## config.mk

```make
export PLATFORM = sky130hd
export DESIGN_NAME = pnsr_regs
export DESIGN_NICKNAME = d
export VERILOG_FILES = /design/src/pnsr_pkg.sv /design/src/pnsr_regs.sv
export VERILOG_INCLUDE_DIRS = /design/src
export SDC_FILE = /design/constraint.sdc
export NUM_CORES = 1
export LEC_CHECK = 0
export BUFFER_PORTS_ARGS = -buffer_cell sky130_fd_sc_hd__buf_2
export CAP_MARGIN = 0
export CORE_MARGIN = 2
export CORE_UTILIZATION = 45
export CTS_CLUSTER_DIAMETER = 150
export CTS_CLUSTER_SIZE = 28
export DETAILED_ROUTE_END_ITERATION = 8
export GPL_TIMING_DRIVEN = 0
export PLACE_DENSITY = 0.7
export SETUP_SLACK_MARGIN = 0.02
export SYNTH_ARGS = -nofsm -noshare
export SYNTH_HDL_FRONTEND = slang
export SYNTH_SLANG_ARGS = --single-unit
```

## constraint.sdc

```tcl
create_clock -name core_clk_i -period 1.6 [get_ports core_clk_i]
set_clock_uncertainty 0.1 [all_clocks]
set_input_delay 0.48 -clock core_clk_i [delete_from_list [all_inputs] [get_ports core_clk_i]]
set_output_delay 0.48 -clock core_clk_i [all_outputs]
set_load 0.02 [all_outputs]
```

## src/pnsr_consts.svh

```systemverilog
// offsets, field positions and reset values of the page/status bank
`ifndef PNSR_CONSTS_SVH
`define PNSR_CONSTS_SVH

// ----------------------------------------------------------------
// register byte offsets
// ----------------------------------------------------------------
`define PNSR_NP_OFS      8'h9c
`define PNSR_STS_OFS     8'hc0
`define PNSR_EVT_STS_OFS 8'he0
`define PNSR_EVT_MSK_OFS 8'he4

// ----------------------------------------------------------------
// reset values and write masks
// ----------------------------------------------------------------
`define PNSR_NP_RESET    16'h2001
`define PNSR_NP_WMASK    16'hb7ff
`define PNSR_STS_RESET   16'h0000
`define PNSR_EVT_RESET   5'h00

// ----------------------------------------------------------------
// summary status field positions
// ----------------------------------------------------------------
`define PNSR_STS_RXERR   13
`define PNSR_STS_POL     12
`define PNSR_STS_FCAR    11
`define PNSR_STS_SIGDET  10
`define PNSR_STS_DLOCK   9
`define PNSR_STS_PAGE    8
`define PNSR_STS_INT     7

// ----------------------------------------------------------------
// event bit positions in the event status and mask registers
// ----------------------------------------------------------------
`define PNSR_EVT_RXERR   0
`define PNSR_EVT_FCAR    1
`define PNSR_EVT_PAGE    2
`define PNSR_EVT_SIGLOST 3
`define PNSR_EVT_PHYINT  4
`define PNSR_EVT_W       5

`endif

```

## src/pnsr_pkg.sv

```systemverilog
// types shared by the next page and status register bank
package pnsr_pkg;

  // next page word as sent to the link partner
  typedef struct packed {
    logic        more_pages_request;
    logic        reserved;
    logic        message_page_select;
    logic        will_comply_ack;
    logic        transmit_toggle;
    logic [10:0] code;
  } pnsr_np_s;

  // pulse events from neighbouring phy logic
  typedef struct packed {
    logic rx_err;
    logic rx_err_cnt_rd;
    logic false_carrier;
    logic false_carrier_cnt_rd;
    logic page_rcvd;
    logic an_expansion_rd;
    logic phy_int;
  } pnsr_evt_s;

endpackage

```

## src/pnsr_regs.sv

```systemverilog
// next page transmit and phy summary status registers with interrupt
//
// The strobed register port is this design's own decision.
`timescale 1ns/1ns
`include "pnsr_consts.svh"


module pnsr_regs
  import pnsr_pkg::*;
(
  input  wire logic        core_clk_i,
  input  wire logic        nrst_i,
  input  wire logic [7:0]  reg_addr_i,
  input  wire logic [15:0] reg_wdata_i,
  input  wire logic        reg_wr_i,
  input  wire logic        reg_rd_i,
  output logic      [15:0] reg_rdata_o,
  input  wire logic        lcw_done_i,
  input  wire logic        lcw_toggle_i,
  input  wire pnsr_evt_s   evt_i,
  input  wire logic        ten_mbps_polarity_i,
  input  wire logic        pmd_signal_detect_i,
  input  wire logic        pmd_descr_lock_i,
  output pnsr_np_s         next_page_o,
  output logic             irq_o
);

  // ----------------------------------------------------------------
  // reset synchroniser
  // ----------------------------------------------------------------

  logic rst_sync1_r;
  logic rst_n_r;

  // asynchronous assert, release after two clean edges
  always_ff @(posedge core_clk_i or negedge nrst_i)
  begin
    if (!nrst_i)
    begin
      rst_sync1_r <= 1'b0;
      rst_n_r     <= 1'b0;
    end
    else
    begin
      rst_sync1_r <= 1'b1;
      rst_n_r     <= rst_sync1_r;
    end
  end

  // ----------------------------------------------------------------
  // pmd level synchronisers
  // ----------------------------------------------------------------

  // bit 0 signal detect, bit 1 descrambler lock
  logic [1:0] pmd_sync1_r;
  logic [1:0] pmd_live_r;
  logic       sd_prev_r;

  // pmd levels come from the analog side, so two flops first
  always_ff @(posedge core_clk_i or negedge rst_n_r)
  begin
    if (!rst_n_r)
    begin
      pmd_sync1_r <= 2'h0;
      pmd_live_r  <= 2'h0;
    end
    else
    begin
      pmd_sync1_r <= {pmd_descr_lock_i, pmd_signal_detect_i};
      pmd_live_r  <= pmd_sync1_r;
    end
  end

  // previous synced signal detect for the loss event
  always_ff @(posedge core_clk_i or negedge rst_n_r)
  begin
    if (!rst_n_r)
      sd_prev_r <= 1'b0;
    else
      sd_prev_r <= pmd_live_r[0];
  end

  // ----------------------------------------------------------------
  // bus decode
  // ----------------------------------------------------------------

  logic np_wr;
  logic sts_rd;
  logic evt_sts_wr;
  logic evt_msk_wr;
  logic sig_lost;

  // single cycle strobes qualified by address
  assign np_wr      = reg_wr_i && (reg_addr_i == `PNSR_NP_OFS);
  assign sts_rd     = reg_rd_i && (reg_addr_i == `PNSR_STS_OFS);
  assign evt_sts_wr = reg_wr_i && (reg_addr_i == `PNSR_EVT_STS_OFS);
  assign evt_msk_wr = reg_wr_i && (reg_addr_i == `PNSR_EVT_MSK_OFS);
  assign sig_lost   = sd_prev_r && !pmd_live_r[0];

  // ----------------------------------------------------------------
  // next page transmit register
  // ----------------------------------------------------------------

  // hard reset image of the whole word, split per field below
  localparam pnsr_np_s NP_DEF = pnsr_np_s'(`PNSR_NP_RESET);

  pnsr_np_s    np_wdata;
  pnsr_np_s    np_word;
  logic        np_more_r;
  logic        np_msg_r;
  logic        np_comply_r;
  logic        np_tog_r;
  logic [10:0] np_code_r;

  // write data seen through the field layout; masked bits never land
  assign np_wdata = pnsr_np_s'(reg_wdata_i & `PNSR_NP_WMASK);

  // more pages request, set by software when another page follows
  always_ff @(posedge core_clk_i or negedge rst_n_r)
  begin
    if (!rst_n_r)
      np_more_r <= NP_DEF.more_pages_request;
    else if (np_wr)
      np_more_r <= np_wdata.more_pages_request;
  end

  // message page by default, unformatted once cleared
  always_ff @(posedge core_clk_i or negedge rst_n_r)
  begin
    if (!rst_n_r)
      np_msg_r <= NP_DEF.message_page_select;
    else if (np_wr)
      np_msg_r <= np_wdata.message_page_select;
  end

  // will comply answer carried in the outgoing page
  always_ff @(posedge core_clk_i or negedge rst_n_r)
  begin
    if (!rst_n_r)
      np_comply_r <= NP_DEF.will_comply_ack;
    else if (np_wr)
      np_comply_r <= np_wdata.will_comply_ack;
  end

  // toggle is hardware-owned; software writes cannot reach it
  always_ff @(posedge core_clk_i or negedge rst_n_r)
  begin
    if (!rst_n_r)
      np_tog_r <= NP_DEF.transmit_toggle;
    else if (lcw_done_i)
      np_tog_r <= !lcw_toggle_i;
  end

  // code field: message code or free data, by message select
  always_ff @(posedge core_clk_i or negedge rst_n_r)
  begin
    if (!rst_n_r)
      np_code_r <= NP_DEF.code;
    else if (np_wr)
      np_code_r <= np_wdata.code;
  end

  // reserved bit is a wired zero, so a write to it has nowhere to go
  always_comb
  begin
    np_word.more_pages_request  = np_more_r;
    np_word.reserved            = 1'b0;
    np_word.message_page_select = np_msg_r;
    np_word.will_comply_ack     = np_comply_r;
    np_word.transmit_toggle     = np_tog_r;
    np_word.code                = np_code_r;
  end

  // the page engine reads the same flops software sees
  assign next_page_o = np_word;

  // ----------------------------------------------------------------
  // latch-high status flags and the polarity copy
  // ----------------------------------------------------------------

  logic rx_err_lat_r;
  logic fcar_lat_r;
  logic page_lat_r;
  logic int_pend_r;
  logic pol_r;

  // set wins over the counter read in the same cycle
  always_ff @(posedge core_clk_i or negedge rst_n_r)
  begin
    if (!rst_n_r)
      rx_err_lat_r <= 1'b0;
    else if (evt_i.rx_err)
      rx_err_lat_r <= 1'b1;
    else if (evt_i.rx_err_cnt_rd)
      rx_err_lat_r <= 1'b0;
  end

  // false carrier flag, only its counter read clears it
  always_ff @(posedge core_clk_i or negedge rst_n_r)
  begin
    if (!rst_n_r)
      fcar_lat_r <= 1'b0;
    else if (evt_i.false_carrier)
      fcar_lat_r <= 1'b1;
    else if (evt_i.false_carrier_cnt_rd)
      fcar_lat_r <= 1'b0;
  end

  // page flag follows the expansion copy, not our reads
  always_ff @(posedge core_clk_i or negedge rst_n_r)
  begin
    if (!rst_n_r)
      page_lat_r <= 1'b0;
    else if (evt_i.page_rcvd)
      page_lat_r <= 1'b1;
    else if (evt_i.an_expansion_rd)
      page_lat_r <= 1'b0;
  end

  // pending cleared by the summary read that returns it
  always_ff @(posedge core_clk_i or negedge rst_n_r)
  begin
    if (!rst_n_r)
      int_pend_r <= 1'b0;
    else if (evt_i.phy_int)
      int_pend_r <= 1'b1;
    else if (sts_rd)
      int_pend_r <= 1'b0;
  end

  // polarity is a plain copy; its owner clears it on its own read
  always_ff @(posedge core_clk_i or negedge rst_n_r)
  begin
    if (!rst_n_r)
      pol_r <= 1'b0;
    else
      pol_r <= ten_mbps_polarity_i;
  end

  // ----------------------------------------------------------------
  // latch-low status flags
  // ----------------------------------------------------------------

  // bit 0 signal detect, bit 1 descrambler lock
  logic [1:0] ll_r;

  genvar gl;
  generate
    for (gl = 0; gl < 2; gl = gl + 1)
    begin : g_ll
      // a drop beats a read, so a glitch during the read is kept
      always_ff @(posedge core_clk_i or negedge rst_n_r)
      begin
        if (!rst_n_r)
          ll_r[gl] <= 1'b0;
        else if (!pmd_live_r[gl])
          ll_r[gl] <= 1'b0;
        else if (sts_rd)
          ll_r[gl] <= 1'b1;
      end
    end
  endgenerate

  // ----------------------------------------------------------------
  // event status and mask registers
  // ----------------------------------------------------------------

  logic [`PNSR_EVT_W-1:0] evt_set;
  logic [`PNSR_EVT_W-1:0] evt_sts_r;
  logic [`PNSR_EVT_W-1:0] evt_msk_r;

  // events that feed the interrupt line
  always_comb
  begin
    evt_set                    = `PNSR_EVT_RESET;
    evt_set[`PNSR_EVT_RXERR]   = evt_i.rx_err;
    evt_set[`PNSR_EVT_FCAR]    = evt_i.false_carrier;
    evt_set[`PNSR_EVT_PAGE]    = evt_i.page_rcvd;
    evt_set[`PNSR_EVT_SIGLOST] = sig_lost;
    evt_set[`PNSR_EVT_PHYINT]  = evt_i.phy_int;
  end

  genvar ge;
  generate
    for (ge = 0; ge < `PNSR_EVT_W; ge = ge + 1)
    begin : g_evt
      // write one to clear; a new event in that cycle survives
      always_ff @(posedge core_clk_i or negedge rst_n_r)
      begin
        if (!rst_n_r)
          evt_sts_r[ge] <= 1'b0;
        else if (evt_set[ge])
          evt_sts_r[ge] <= 1'b1;
        else if (evt_sts_wr && reg_wdata_i[ge])
          evt_sts_r[ge] <= 1'b0;
      end
    end
  endgenerate

  // mask: 1 lets the matching event reach the interrupt
  always_ff @(posedge core_clk_i or negedge rst_n_r)
  begin
    if (!rst_n_r)
      evt_msk_r <= `PNSR_EVT_RESET;
    else if (evt_msk_wr)
      evt_msk_r <= reg_wdata_i[`PNSR_EVT_W-1:0];
  end

  // registered so the pin is glitch free; lags status by one edge
  always_ff @(posedge core_clk_i or negedge rst_n_r)
  begin
    if (!rst_n_r)
      irq_o <= 1'b0;
    else
      irq_o <= |(evt_sts_r & evt_msk_r);
  end

  // ----------------------------------------------------------------
  // read data
  // ----------------------------------------------------------------

  logic [15:0] sts_word;
  logic [15:0] rdata_nxt;

  // summary word, reserved and low bits read as zero
  always_comb
  begin
    sts_word                  = `PNSR_STS_RESET;
    sts_word[`PNSR_STS_RXERR]  = rx_err_lat_r;
    sts_word[`PNSR_STS_POL]    = pol_r;
    sts_word[`PNSR_STS_FCAR]   = fcar_lat_r;
    sts_word[`PNSR_STS_SIGDET] = ll_r[0];
    sts_word[`PNSR_STS_DLOCK]  = ll_r[1];
    sts_word[`PNSR_STS_PAGE]   = page_lat_r;
    sts_word[`PNSR_STS_INT]    = int_pend_r;
  end

  // unmapped addresses answer zero
  always_comb
  begin
    rdata_nxt = 16'h0000;
    if (reg_rd_i)
    begin
      unique case (reg_addr_i)
        `PNSR_NP_OFS:      rdata_nxt = 16'(np_word);
        `PNSR_STS_OFS:     rdata_nxt = sts_word;
        `PNSR_EVT_STS_OFS: rdata_nxt = {11'h000, evt_sts_r};
        `PNSR_EVT_MSK_OFS: rdata_nxt = {11'h000, evt_msk_r};
        default:           rdata_nxt = 16'h0000;
      endcase
    end
  end

  // data valid only in the cycle after the read strobe
  always_ff @(posedge core_clk_i or negedge rst_n_r)
  begin
    if (!rst_n_r)
      reg_rdata_o <= 16'h0000;
    else
      reg_rdata_o <= rdata_nxt;
  end

endmodule

```

# After elaboration in Yosys (flattened, before gate mapping)
# Cells that the tools add are included.
[word_totals]
reg_bits = 56
in_bits = 40
elab_cells = 77
[op_classes]
eq_ne = 6
n_mux = 23
bitwise = 1
reduce_logical = 22
[op_table]
columns = ["cell", "n"]
rows = [
  ["case mux 16 bit (4 select lines)", 1],
  ["equality test 8 bit (second input constant)", 4],
  ["2-to-1 mux 1 bit", 21],
  ["nonzero test 2 bit", 9],
  ["2-to-1 mux 16 bit", 1],
  ["logical AND 1 bit", 10],
  ["AND 5 bit", 1],
  ["OR reduction 5 bit", 1],
  ["!= test 2 x 1 -> 1 bit (second input constant)", 2],
  ["zero test 1 bit", 2],
]

# Logic depth before layout (Yosys ltp)
[depth]
ltp_word = 5
depth_mapped = 5
mapped_depth_nobuf = 3

# Least setup slack after synthesis
# No wires, ideal clock.
[synth_path]
kind = "input to register"
from = "in reg_addr_i[2]"
to = "reg np_code_r[10]"
t_arrival_ns = 1.496
slack_ns = -0.121
path_stages = 5
path_buffers = 2
cell_sequence = "buf_4 > and4bb_4 > nand4_4 > buf_6 > mux2_4"
[synth_between]
elab_chain_len = 2
[synth_rtl]
columns = ["element", "line_no", "source"]
rows = [
  ["from (decl)", "pnsr_regs.sv:13", "input wire logic [7:0] reg_addr_i,"],
  ["equality test 8 bit", "-", ""],
  ["logical AND 1 bit", "pnsr_regs.sv:94", "assign np_wr = reg_wr_i && (reg_addr_i == `PNSR_NP_OFS);"],
  ["to (signal assigned)", "pnsr_regs.sv:158", "np_code_r <= NP_DEF.code;"],
  ["to (signal assigned)", "pnsr_regs.sv:160", "np_code_r <= np_wdata.code;"],
  ["to (decl)", "pnsr_regs.sv:113", "logic [10:0] np_code_r;"],
]
# No other way between the ends.
# A chain may end at the register's enable or synchronous reset.

# Final worst setup path
[layout_path]
from = "in reg_addr_i[6]"
to = "reg np_code_r[5]"
# The elaborated chain is that of the path after synthesis.

==> impl_metrics.toml <==
[clocking]
cts_tree = "done"
ctsHtreeMaxLevel = 2
clk_pin_slew_worst_paths_ns = 0.09
cts-root-buf = "clkbuf_8"
numCtsBuffers = 5
clock_latency_ns = 0.30
clkSinkCount = 55
cts_buffer_depth = 2

[power_and_ir_drop]
p_total_w = 0.00259
clkPwrFrac = 0.315
peakVddDrop_mv = 0.411
combPwrFrac = 0.110
p_switching_w = 0.000613
p_leak_nw = 1.51
p_seq_frac = 0.575
p_sw_frac = 0.237
intPower_w = 0.00197
power.density_cell_area_mw_per_mm2 = 857

[critical_path]
crit_chain = "buf_2 -> and4bb_4 -> nand4_4 -> buf_12 -> mux2_4"
crit_path_max_fanout = 10
crit_arrival_ns = 1.64
critPathSlowestCell = "and4bb_4"
startpoint_type = "primary input"
max_stage_delay_ns = 0.38
critical_path_required_ns = 1.69
critPathKind = "primary input to flip-flop"
setup.worst_path.start = "reg_addr_i[6]"
worstSetupEndpointType = "flip-flop"
r2r_start = "np_msg_r$_DFFE_PN1P_"

[timing]
finalSetupViolCount = 0
finalCritPeriodShare = 0.970
fin_ws_ns = 0.0482
hold_violations = 0
slew_headroom = 0.263
final_max_slew_viol_count = 0
max_freq_mhz = 644
worst_slew_pin_slew_ns = 1.11
rsz0062_at_grt = "true"
layout_min_cycle_time_ns = 1.55

[placement]
routabilityCongestion = 0.851
pre_cts_ws_ns = -0.349
dp_hpwl_um = 3690
portBuffers = 66

[logic_synthesis]
muxShareOfSynthArea = 0.131
yosysWarnings = 0
synthDistinctLibCells = 28
avgSynthCellArea_sq_um = 13.3
syn_area_sq_mm = 0.00235
synthXorXnorAreaFrac = 0
yosys.area_share.adder = 0
netlist_instances = 177
synthSimpleGateAreaFrac = 0.139
synth-seq-area-share = 0.586
yosys.area.top_type = "dfrtp_1"
synth_top_family_by_area = "simple AND/OR/NAND/NOR gates"
ys_ff_latch = 55
synth_compound_gate_area_share = 0.0855
synth_area_leaders = "dfrtp_1 (56%), nand4_1 (6.9%), mux2_2 (6.7%), mux2_4 (6.4%), a211oi_1 (3.8%)"
yosysTopAreaCellShare = 0.563

[run]
cap_viol_max_count = 0

[drt]
ant_nets = 0
wirelength_um = 5340
drtIter0Drc = 160
drt_first_pass_iters = 4
drc = 0
via_per_inst = 5.18
routed-via-count = 1725
avgRoutedWirePerCell_um = 16.0

[floorplan]
initial_utilization = 0.464
die_h_um = 76.3
ios = 73
dieArea_sq_mm = 0.00583
core-area_sq_mm = 0.00507
dieWidth_um = 76.3
fp-row-count = 26

[final_layout]
syn_to_final_growth_pct = 28.2
drive_above_1_share = 0.494
finalNetCount = 302
n_fill_cell = 458
n_antenna_cell = 0

[worst_hold_path]
hold_class = "primary input to flip-flop"
worstHoldStart = "pmd_descr_lock_i"

[global_route]
grt_pass1_wl_um = 8420
gr-total-overflow = 0
grt_pass1_vias = 1685
grt_start_max_net_pins = 54
antenna_found_initial = 0
globalRouteTotalUtil = 0.184

[status]
outcome = "finished clean"
Yosys cell counts (all sizes together):
cell,n
a211oi,12
a21boi,1
a21o,8
a21oi,2
a222oi,1
a22o,1
a22oi,2
and3,4
and4bb,2
buf,15
clkbuf,2
conb,2
dfrtp,53
dfstp,2
inv,6
mux2,24
nand2,2
nand2b,1
nand3,5
nand4,27
nor2,2
nor2b,1
nor3b,2
final timing paths:
path	end	slack [ns]	cells after the start
worst max-delay path	np_code_r[5]$_DFFE_PN0P_	0.05	5
worst min-delay path	pmd_sync1_r[1]$_DFF_PN0_	0.18	1
worst max register to register	reg_rdata_o[13]$_DFF_PN0_	0.26	4
worst min register to register	rst_n_r$_DFF_PN0_	0.26	0
max in group asynchronous	reg_rdata_o[8]$_DFF_PN0_	0.33	0
min in group asynchronous	rst_n_r$_DFF_PN0_	0.38	2
power by group through the flow:
stage / clock, W / combinational [W] / sequential (W)
final: 0.000816 / 0.000284 / 0.00149
after global routing: 0.000873 / 0.000306 / 0.00150
after CTS: 0.000831 / 0.000267 / 0.00149
after detailed placement: 0 / 0.000255 / 0.00152
after global placement: 0 / 0.000250 / 0.00152
after floorplan: 0 / 0.000130 / 0.00153
layer usage:
metal / track usage / vias up / share of wire
met5: 0 / - / 0
met4: 0.0509 / 0 / 0.0086
met3: 0.0438 / 4 / 0.051
met2: 0.300 / 59 / 0.50
met1: 0.249 / 845 / 0.45
li1: - / 817 / -
through the flow:
step / utilization / instances / TNS (ns) / cell area (sq um) / hold slack (ns)
floorplan: - / 178 / -1.02 / 2380 / 0.0844
global placement: 0.552 / 314 / -8.73 / 2800 / 0.165
detailed placement: 0.552 / 314 / -9.13 / 2800 / 0.168
CTS: 0.582 / 327 / -0.0181 / 2950 / 0.173
global route: 0.595 / 333 / 0 / 3020 / 0.173
finish: 0.595 / 333 / 0 / 3020 / 0.180
layout by cell type, fill, tap and decap left out, drive strengths merged, types with 3 or more instances in the layout:
master | netlist | routed
and3 | 4 | 4
inv | 6 | 6
dfrtp | 53 | 53
nand4 | 27 | 27
a211oi | 12 | 12
mux2 | 24 | 24
clkbuf | 2 | 11
a21o | 8 | 8
buf | 15 | 90
conb | 2 | 3
nand3 | 5 | 5
what timing repair did:
action	CTS	global route
endpoints found under the setup margin	8	31
buffers inserted	4	7
hold buffers	1	0
endpoints found under the hold margin	2	0
gates cloned	0	0
pin swaps	1	3
resized for setup	4	7
state kept, by name, summed over array words and instances, names as in the netlist, 2 cells and up:
register and cells:
evt_msk_r 5, pmd_live_r 2, np_code_r 11, pmd_sync1_r 2, reg_rdata_o 15, ll_r 2, evt_sts_r 5
worst max-delay path, delay by kind of cell:
kind	cells	cell delay, ns
simple gates	2	0.54
buf+inv	2	0.32
mux	1	0.29
layout make-up:
type,instances,area [sq um],share of cell area
Buffer,16,128,0.0423
Clock buffer,8,100,0.0332
Inverter,6,22.5,0.00746
Multi-Input combinational cell,100,852,0.282
Sequential cell,55,1380,0.457
Tap cell,70,87.6,0.0290
Timing Repair Buffer,78,448,0.148
cell families after synthesis:
family	after synthesis
flip-flops	55
AND/OR/NAND/NOR	46
AO/OA/AOI/OAI	27
multiplexers	24
buffers and inverters	23
other	2
No activity file was read; power rests on OpenSTA's default activity.
